[src/logic/exb_pkg.sv]
package exb_pkg;
  // configuration byte offsets
  localparam logic [7:0] OFS_R2_MASK   = 8'h74;
  localparam logic [7:0] OFS_TIMING    = 8'h76;
  localparam logic [7:0] OFS_WIDTH     = 8'h78;
  // reset values
  localparam logic [15:0] RST_R2_MASK  = 16'h0000;
  localparam logic [15:0] RST_TIMING   = 16'h0000;
  localparam logic [3:0]  RST_WIDTH    = 4'h0;
  // field positions
  localparam int R2_MASK_LSB           = 1;
  localparam int TIM_FIELD_W           = 4;
  localparam int WID_BITS              = 4;
  // command clocks per code, 16-bit then 8-bit
  localparam logic [4:0] CMD16_C0      = 5'd8;
  localparam logic [4:0] CMD16_C1      = 5'd6;
  localparam logic [4:0] CMD16_C2      = 5'd4;
  localparam logic [4:0] CMD8_C0       = 5'd20;
  localparam logic [4:0] CMD8_C1       = 5'd16;
  localparam logic [4:0] CMD8_C2       = 5'd8;
  localparam logic [4:0] CMD8_C3       = 5'd4;
  // recovery clocks per code
  localparam logic [4:0] REC_C0        = 5'd10;
  localparam logic [4:0] REC_C1        = 5'd8;
  localparam logic [4:0] REC_C2        = 5'd6;
  localparam logic [4:0] REC_C3        = 5'd4;
  // ready is looked at this many clocks before the command ends
  localparam logic [4:0] RDY_LEAD      = 5'd2;
  // fixed dma shape
  localparam logic [4:0] DMA_CMD_CLKS  = 5'd8;
  localparam logic [4:0] DMA_REC_CLKS  = 5'd4;
  typedef enum logic [1:0] {
    REG_R0 = 2'd0, REG_R1 = 2'd1, REG_R2 = 2'd2, REG_OTHER = 2'd3
  } exb_region_t;
  typedef enum logic [1:0] {
    ST_IDLE = 2'b00, ST_CMD = 2'b01, ST_REC = 2'b11
  } exb_state_t;
endpackage

[src/logic/exb_region_timing.sv]
module exb_region_timing
  import exb_pkg::*;
(
  input  wire logic        REF_CLK,
  input  wire logic        RESET,
  input  wire logic        CFG_WR,
  input  wire logic        CFG_RD,
  input  wire logic [7:0]  CFG_ADDR,
  input  wire logic [1:0]  CFG_BE,
  input  wire logic [15:0] CFG_WDATA,
  output logic      [15:0] CFG_RDATA,
  input  wire logic        CYC_START,
  input  wire logic [15:0] CYC_ADDR,
  input  wire logic [15:0] REGION2_BASE,
  input  wire logic        REGION0_HIT,
  input  wire logic        REGION1_HIT,
  input  wire logic        CYC_IS_DMA,
  input  wire logic        IO_WIDE_CLAIM_N,
  input  wire logic        MEM_WIDE_CLAIM_N,
  input  wire logic        EXPANSION_IO_READY,
  output logic             REGION2_HIT,
  output logic             CYC_BUSY,
  output logic             CMD_ACTIVE,
  output logic             CYC_WIDE,
  output exb_pkg::exb_region_t CYC_REGION,
  output logic             CYC_DONE
);
  import exb_pkg::*;

  ////////////////////////////////////////////////////////////////////////////
  logic [15:0] mask_q;
  logic [15:0] tim_q;
  logic [3:0]  wid_q;

  function automatic logic [15:0] merge(input logic [15:0] old, input logic [15:0] nw,
                                        input logic [1:0] be);
    merge = {be[1] ? nw[15:8] : old[15:8], be[0] ? nw[7:0] : old[7:0]};
  endfunction

  always_ff @(posedge REF_CLK) begin
    if (RESET) begin
      mask_q <= RST_R2_MASK;
      tim_q  <= RST_TIMING;
      wid_q  <= RST_WIDTH;
    end else if (CFG_WR) begin
      case (CFG_ADDR)
        OFS_R2_MASK: mask_q <= merge(mask_q, CFG_WDATA, CFG_BE) & 16'hFFFE;
        OFS_TIMING:  tim_q  <= merge(tim_q, CFG_WDATA, CFG_BE);
        OFS_WIDTH:   if (CFG_BE[0]) wid_q <= CFG_WDATA[WID_BITS-1:0];
        default:     ;
      endcase
    end
  end

  // unmapped and reserved bits read as zero
  always_ff @(posedge REF_CLK) begin
    if (RESET) begin
      CFG_RDATA <= 16'h0000;
    end else if (CFG_RD) begin
      case (CFG_ADDR)
        OFS_R2_MASK: CFG_RDATA <= mask_q;
        OFS_TIMING:  CFG_RDATA <= tim_q;
        OFS_WIDTH:   CFG_RDATA <= {12'h000, wid_q};
        default:     CFG_RDATA <= 16'h0000;
      endcase
    end
  end

  ////////////////////////////////////////////////////////////////////////////
  // pin synchronisers, first stage read only by the second
  logic [2:0] pin_s1_q;
  logic [2:0] pin_s2_q;
  always_ff @(posedge REF_CLK) begin
    if (RESET) begin
      pin_s1_q <= 3'b110;
      pin_s2_q <= 3'b110;
    end else begin
      pin_s1_q <= {IO_WIDE_CLAIM_N, MEM_WIDE_CLAIM_N, EXPANSION_IO_READY};
      pin_s2_q <= pin_s1_q;
    end
  end
  logic io_claim;
  logic mem_claim;
  logic rdy;
  assign io_claim  = ~pin_s2_q[2];
  assign mem_claim = ~pin_s2_q[1];
  assign rdy       = pin_s2_q[0];

  ////////////////////////////////////////////////////////////////////////////
  // region 2 window decode, base held elsewhere
  assign REGION2_HIT = &((CYC_ADDR[15:R2_MASK_LSB] ~^ REGION2_BASE[15:R2_MASK_LSB])
                         | mask_q[15:R2_MASK_LSB]);

  exb_region_t sel;
  always_comb begin
    if (REGION0_HIT)      sel = REG_R0;
    else if (REGION1_HIT) sel = REG_R1;
    else if (REGION2_HIT) sel = REG_R2;
    else                  sel = REG_OTHER;
  end

  // claims widen a narrow setting; memory claim only counts for other accesses
  logic wide_d;
  assign wide_d = wid_q[sel] | io_claim
                  | ((sel == REG_OTHER) & mem_claim);

  logic [1:0] cmd_code;
  logic [1:0] rec_code;
  assign cmd_code = tim_q[TIM_FIELD_W*sel +: 2];
  assign rec_code = tim_q[TIM_FIELD_W*sel + 2 +: 2];

  logic [4:0] lut_cmd;
  logic [4:0] lut_rec;
  exb_timing_lut u_lut (
    .cmd_code (cmd_code),
    .rec_code (rec_code),
    .wide     (wide_d),
    .cmd_clks (lut_cmd),
    .rec_clks (lut_rec)
  );

  ////////////////////////////////////////////////////////////////////////////
  exb_state_t st_q;
  logic [4:0] cnt_q;
  logic [4:0] rec_q;
  logic       start;
  assign start = (st_q == ST_IDLE) & CYC_START;

  always_ff @(posedge REF_CLK) begin
    if (RESET) begin
      st_q       <= ST_IDLE;
      cnt_q      <= 5'd0;
      rec_q      <= 5'd0;
      CYC_WIDE   <= 1'b0;
      CYC_REGION <= REG_R0;
      CYC_DONE   <= 1'b0;
    end else begin
      CYC_DONE <= 1'b0;
      case (st_q)
        ST_IDLE: begin
          if (CYC_START) begin
            st_q       <= ST_CMD;
            CYC_WIDE   <= wide_d;
            CYC_REGION <= sel;
            // dma ignores the programmed timing fields; CYC_WIDE still follows the width register and claims
            cnt_q <= (CYC_IS_DMA ? DMA_CMD_CLKS : lut_cmd) - 5'd1;
            rec_q <= CYC_IS_DMA ? DMA_REC_CLKS : lut_rec;
          end
        end
        ST_CMD: begin
          // hold the count at the sample point until ready returns
          if (cnt_q == RDY_LEAD && !rdy) begin
            cnt_q <= cnt_q;
          end else if (cnt_q == 5'd0) begin
            st_q  <= ST_REC;
            cnt_q <= rec_q - 5'd1;
          end else begin
            cnt_q <= cnt_q - 5'd1;
          end
        end
        ST_REC: begin
          if (cnt_q == 5'd0) begin
            st_q     <= ST_IDLE;
            CYC_DONE <= 1'b1;
          end else begin
            cnt_q <= cnt_q - 5'd1;
          end
        end
        default: st_q <= ST_IDLE;
      endcase
    end
  end

  assign CMD_ACTIVE = (st_q == ST_CMD);
  assign CYC_BUSY   = (st_q != ST_IDLE);
endmodule // exb_region_timing

[src/logic/exb_timing_lut.sv]
module exb_timing_lut
  import exb_pkg::*;
(
  input  wire logic [1:0] cmd_code,
  input  wire logic [1:0] rec_code,
  input  wire logic       wide,
  output logic [4:0]      cmd_clks,
  output logic [4:0]      rec_clks
);
  always_comb begin
    case (cmd_code)
      2'b00:   cmd_clks = wide ? CMD16_C0 : CMD8_C0;
      2'b01:   cmd_clks = wide ? CMD16_C1 : CMD8_C1;
      2'b10:   cmd_clks = wide ? CMD16_C2 : CMD8_C2;
      // reserved wide code falls back to the shortest wide time
      default: cmd_clks = wide ? CMD16_C2 : CMD8_C3;
    endcase
    case (rec_code)
      2'b00:   rec_clks = REC_C0;
      2'b01:   rec_clks = REC_C1;
      2'b10:   rec_clks = REC_C2;
      default: rec_clks = REC_C3;
    endcase
  end
endmodule // exb_timing_lut

[config.mk]
export PLATFORM = sky130hd
export DESIGN_NAME = exb_region_timing
export DESIGN_NICKNAME = d
export VERILOG_FILES = /design/src/logic/exb_pkg.sv /design/src/logic/exb_region_timing.sv /design/src/logic/exb_timing_lut.sv
export SDC_FILE = /design/constraint.sdc
export NUM_CORES = 1
export LEC_CHECK = 0
export BUFFER_PORTS_ARGS = -buffer_cell sky130_fd_sc_hd__buf_2
export CORE_MARGIN = 4
export CORE_UTILIZATION = 45
export DETAILED_ROUTE_END_ITERATION = 8
export PLACE_DENSITY = 0.78
export SETUP_SLACK_MARGIN = 0.15
export SYNTH_ARGS = -nofsm -noshare
export SYNTH_HDL_FRONTEND = slang
export SYNTH_HIERARCHICAL = 1
export SYNTH_SLANG_ARGS = --single-unit
[constraint.sdc]
create_clock -name REF_CLK -period 3.9 [get_ports REF_CLK]
set_input_delay 0.975 -clock REF_CLK [delete_from_list [all_inputs] [get_ports REF_CLK]]
set_output_delay 0.975 -clock REF_CLK [all_outputs]
set_load 0.02 [all_outputs]
==> results.ini <==
[route]
routed_wl_um=9027
vias=3271
drc=0
drtAntennaViolNets=0
avgViaCountPerCell=5.434
avgRoutedWirePerCell_um=15.00
drt_iter0_drc=169
drt_pass1_iterations=5

[timing]
tightestPinTransition_ns=0.8468
layout_setup_ws_ns=0.4479
tns_ns=0
hold_viol=0
setup_viol=0
fin_crit_ns=3.452
fin_worst_skew_ns=0.008602
hold_ws_ns=0.4213
slew_viol_final=0
rsz0062_at_grt=no
max-slew-margin-rel_pct=43.30
fin_crit_sh_pct=88.51
fmax_mhz=289.7

[power]
p_comb_share_pct=13.8
p_seq_share_pct=49.2
p_clk_share_pct=37.0
p_switching_uw=432.4
p_int_mw=1.157
finalPower_mw=1.589
irDropWorstVdd_v=0.0001991
p_sw_share_pct=27.21
powerDensity_nw_per_um2=366.6
leakagePower_nw=1.857

[clock_tree]
cts_buffer_depth=2
path_clk_slew_ns=0.07
insertion_delay_ns=0.36
htreeDepth=3
numCtsBuffers=9
cts_hold_buf=0
ctsResizeCount=0
cts_sinks=73
root_buffer=clkbuf_8
cts_setup_buffers=0
cts_tree=yes

[synth]
ys_warn_count=6
ys_ff_latch=73
async_flop_share_pct=0
syn-cell-area_um2=3642
synth_cells=415
synth_flop_cell=dfxtp_1
yosysSeqAreaShare_pct=40.12
syn_avg_cell_area_um2=8.776
synth_edf_count=0
yosysUniqueCellTypes=51

[setup_path]
worst-r2r-cell-count=13
worstPathArrival_ns=3.72
rr_startpoint=mask_q[2]
r2r-end=cnt_q[4]
criticalPathCategory=in -> reg
worstSetupEndpointType=flip-flop
critPathLaunchType=primary input
crit_fanout=8
required_ns=4.17
rrSetupSlack_ns=0.97

[global_route]
antenna_found_initial=0
grt_pass1_vias=3314
grt_max_degree=38
grt_usage_pct=19.47
grt-ovfl-total=0
grt_pass1_wl_um=15300

[floorplanning]
dieArea_um2=9597
ios=92
die_w_um=97.97
core_area_um2=7807
die_h_um=97.97
start_util_pct=46.65
fp-row-count=32

[worst_hold_path]
worstHoldEndpoint=pin_s2_q[2]
hold_class=reg -> reg
hold_start=pin_s1_q[2]
min_path_cells=1

[status]
status=complete, no violations

[layout]
synthToLayoutAreaGrowth_pct=19.03
nets=568
diodes=0
drive_gt1_share_pct=27.80
design_area_um2=4335

[place]
hpwl_um=6843
portBuffers=89
postPlaceCellArea_um2=4140
routabilityCongestion=0.8603
pre_cts_ws_ns=0.1131

[run]
cap_violations=0

[worst max-delay path by stage]
| stage | cells after the start | start | end | slack, ns |
|---|---|---|---|---|
| 2_1_floorplan | 14 | REGION2_BASE[7] | cnt_q[4] | 0.35 |
| 3_3_place_gp | 15 | REGION2_BASE[7] | cnt_q[4] | 0.17 |
| 3_5_place_dp | 15 | REGION2_BASE[2] | cnt_q[4] | 0.11 |
| 4_1_cts | 15 | REGION2_BASE[2] | cnt_q[4] | 0.49 |
| 5_1_grt | 15 | REGION2_BASE[3] | cnt_q[4] | 0.23 |
| 6_report | 15 | REGION2_BASE[2] | cnt_q[4] | 0.45 |
[area by class of cell]
cell class | instances | area (um2)
fillers | 733 | 3472
multi-input cells | 305 | 2023
flip-flops and latches | 73 | 1461
repair buffers | 94 | 483.0
clock buffers | 10 | 127.6
well taps | 102 | 127.6
clock inverters | 6 | 67.56
inverters | 12 | 45.04
[state kept, by name, indices dropped and copies added, names as in the netlist]
register	flops
CFG_RDATA	16
CYC_DONE	1
CYC_REGION	2
CYC_WIDE	1
cnt_q	5
mask_q	15
pin_s1_q	3
pin_s2_q	3
rec_q	5
st_q	2
tim_q	16
wid_q	4
[metal layers]
layer	GRT usage [%]	wire length (um)
met5	0	0
met3	4.857	579
met4	7.987	194
met2	32.20	4227
met1	24.20	4026
[cells by family (layout without fill, tap and decap cells)]
family                   after synthesis  in the layout  synth area share (%)
buffers and inverters                 39            122                 4.534
multiplexers                          50             50                 14.19
adder cells (fa/ha/maj)                4              4                 1.374
AND/OR/NAND/NOR                      151            151                 20.71
XOR/XNOR                              24             24                 5.771
flip-flops                            73             73                 40.12
other                                  1              3                0.1030
AO/OA/AOI/OAI                         73             73                 13.19
[critical path, stage by stage]
cell and delay (ns):
buf_2 0.10, xnor2_1 0.21, o22ai_1 0.14, nor4_2 0.27, buf_4 0.20, and2_0 0.26, o211ai_1 0.24, and3b_2 0.30
nand2_1 0.06, ha_1 0.22, nor3b_1 0.15, xnor2_1 0.13, nor3_1 0.18, a21oi_1 0.07, a211oi_1 0.23
[cell usage after synthesis, types with 2 or more instances]
library cell,number,share of area (%)
a211oi_1,4,0.82
a21oi_1,18,2.5
a22oi_1,15,3.1
a311oi_1,2,0.48
a31oi_1,4,0.69
a32oi_1,2,0.48
and4b_1,2,0.55
buf_2,5,0.69
buf_4,3,0.62
clkbuf_1,17,1.8
dfxtp_1,73,40
ha_1,4,1.4
inv_1,11,1.1
mux2_2,12,3.7
mux2i_1,37,10
nand2_1,28,2.9
nand3_1,6,0.82
nand4_1,4,0.69
nand4_2,2,0.69
nand4b_1,2,0.48
nor2_1,70,7.2
nor2b_1,5,0.86
nor3_1,9,1.2
nor3b_1,3,0.62
nor3b_2,3,1.0
nor4_2,2,0.69
o211ai_1,5,1.0
o21ai_0,7,0.96
o21ai_1,2,0.27
o22ai_1,8,1.4
or2_2,6,1.0
or3_1,3,0.52
xnor2_1,22,5.3
xor2_1,2,0.48
[metrics by stage]
step / utilization [%] / cells
after floorplan: - / 417
after detailed placement: 53.03 / 586
after CTS: 55.53 / 602
after global routing: 55.53 / 602
final: 55.53 / 602
after global placement: 53.03 / 586
[power groups by stage]
stage | logic (mW) | registers [mW] | clock network, mW
finish | 0.220 | 0.782 | 0.588
CTS | 0.221 | 0.781 | 0.604
detailed placement | 0.220 | 0.799 | 0
global route | 0.246 | 0.785 | 0.632
floorplan | 0.149 | 0.794 | 0
global placement | 0.212 | 0.798 | 0
[layout by cell type (no fill, tap or decap), drive strengths merged, types with 10 or more instances in the layout]
master and instances:
a21oi 18, a22oi 15, buf 94, clkbuf 10, dfxtp 73, inv 13
mux2 13, mux2i 37, nand2 28, nor2 71, o21ai 10, xnor2 22
Note: power is estimated with default switching activity, not from simulation.
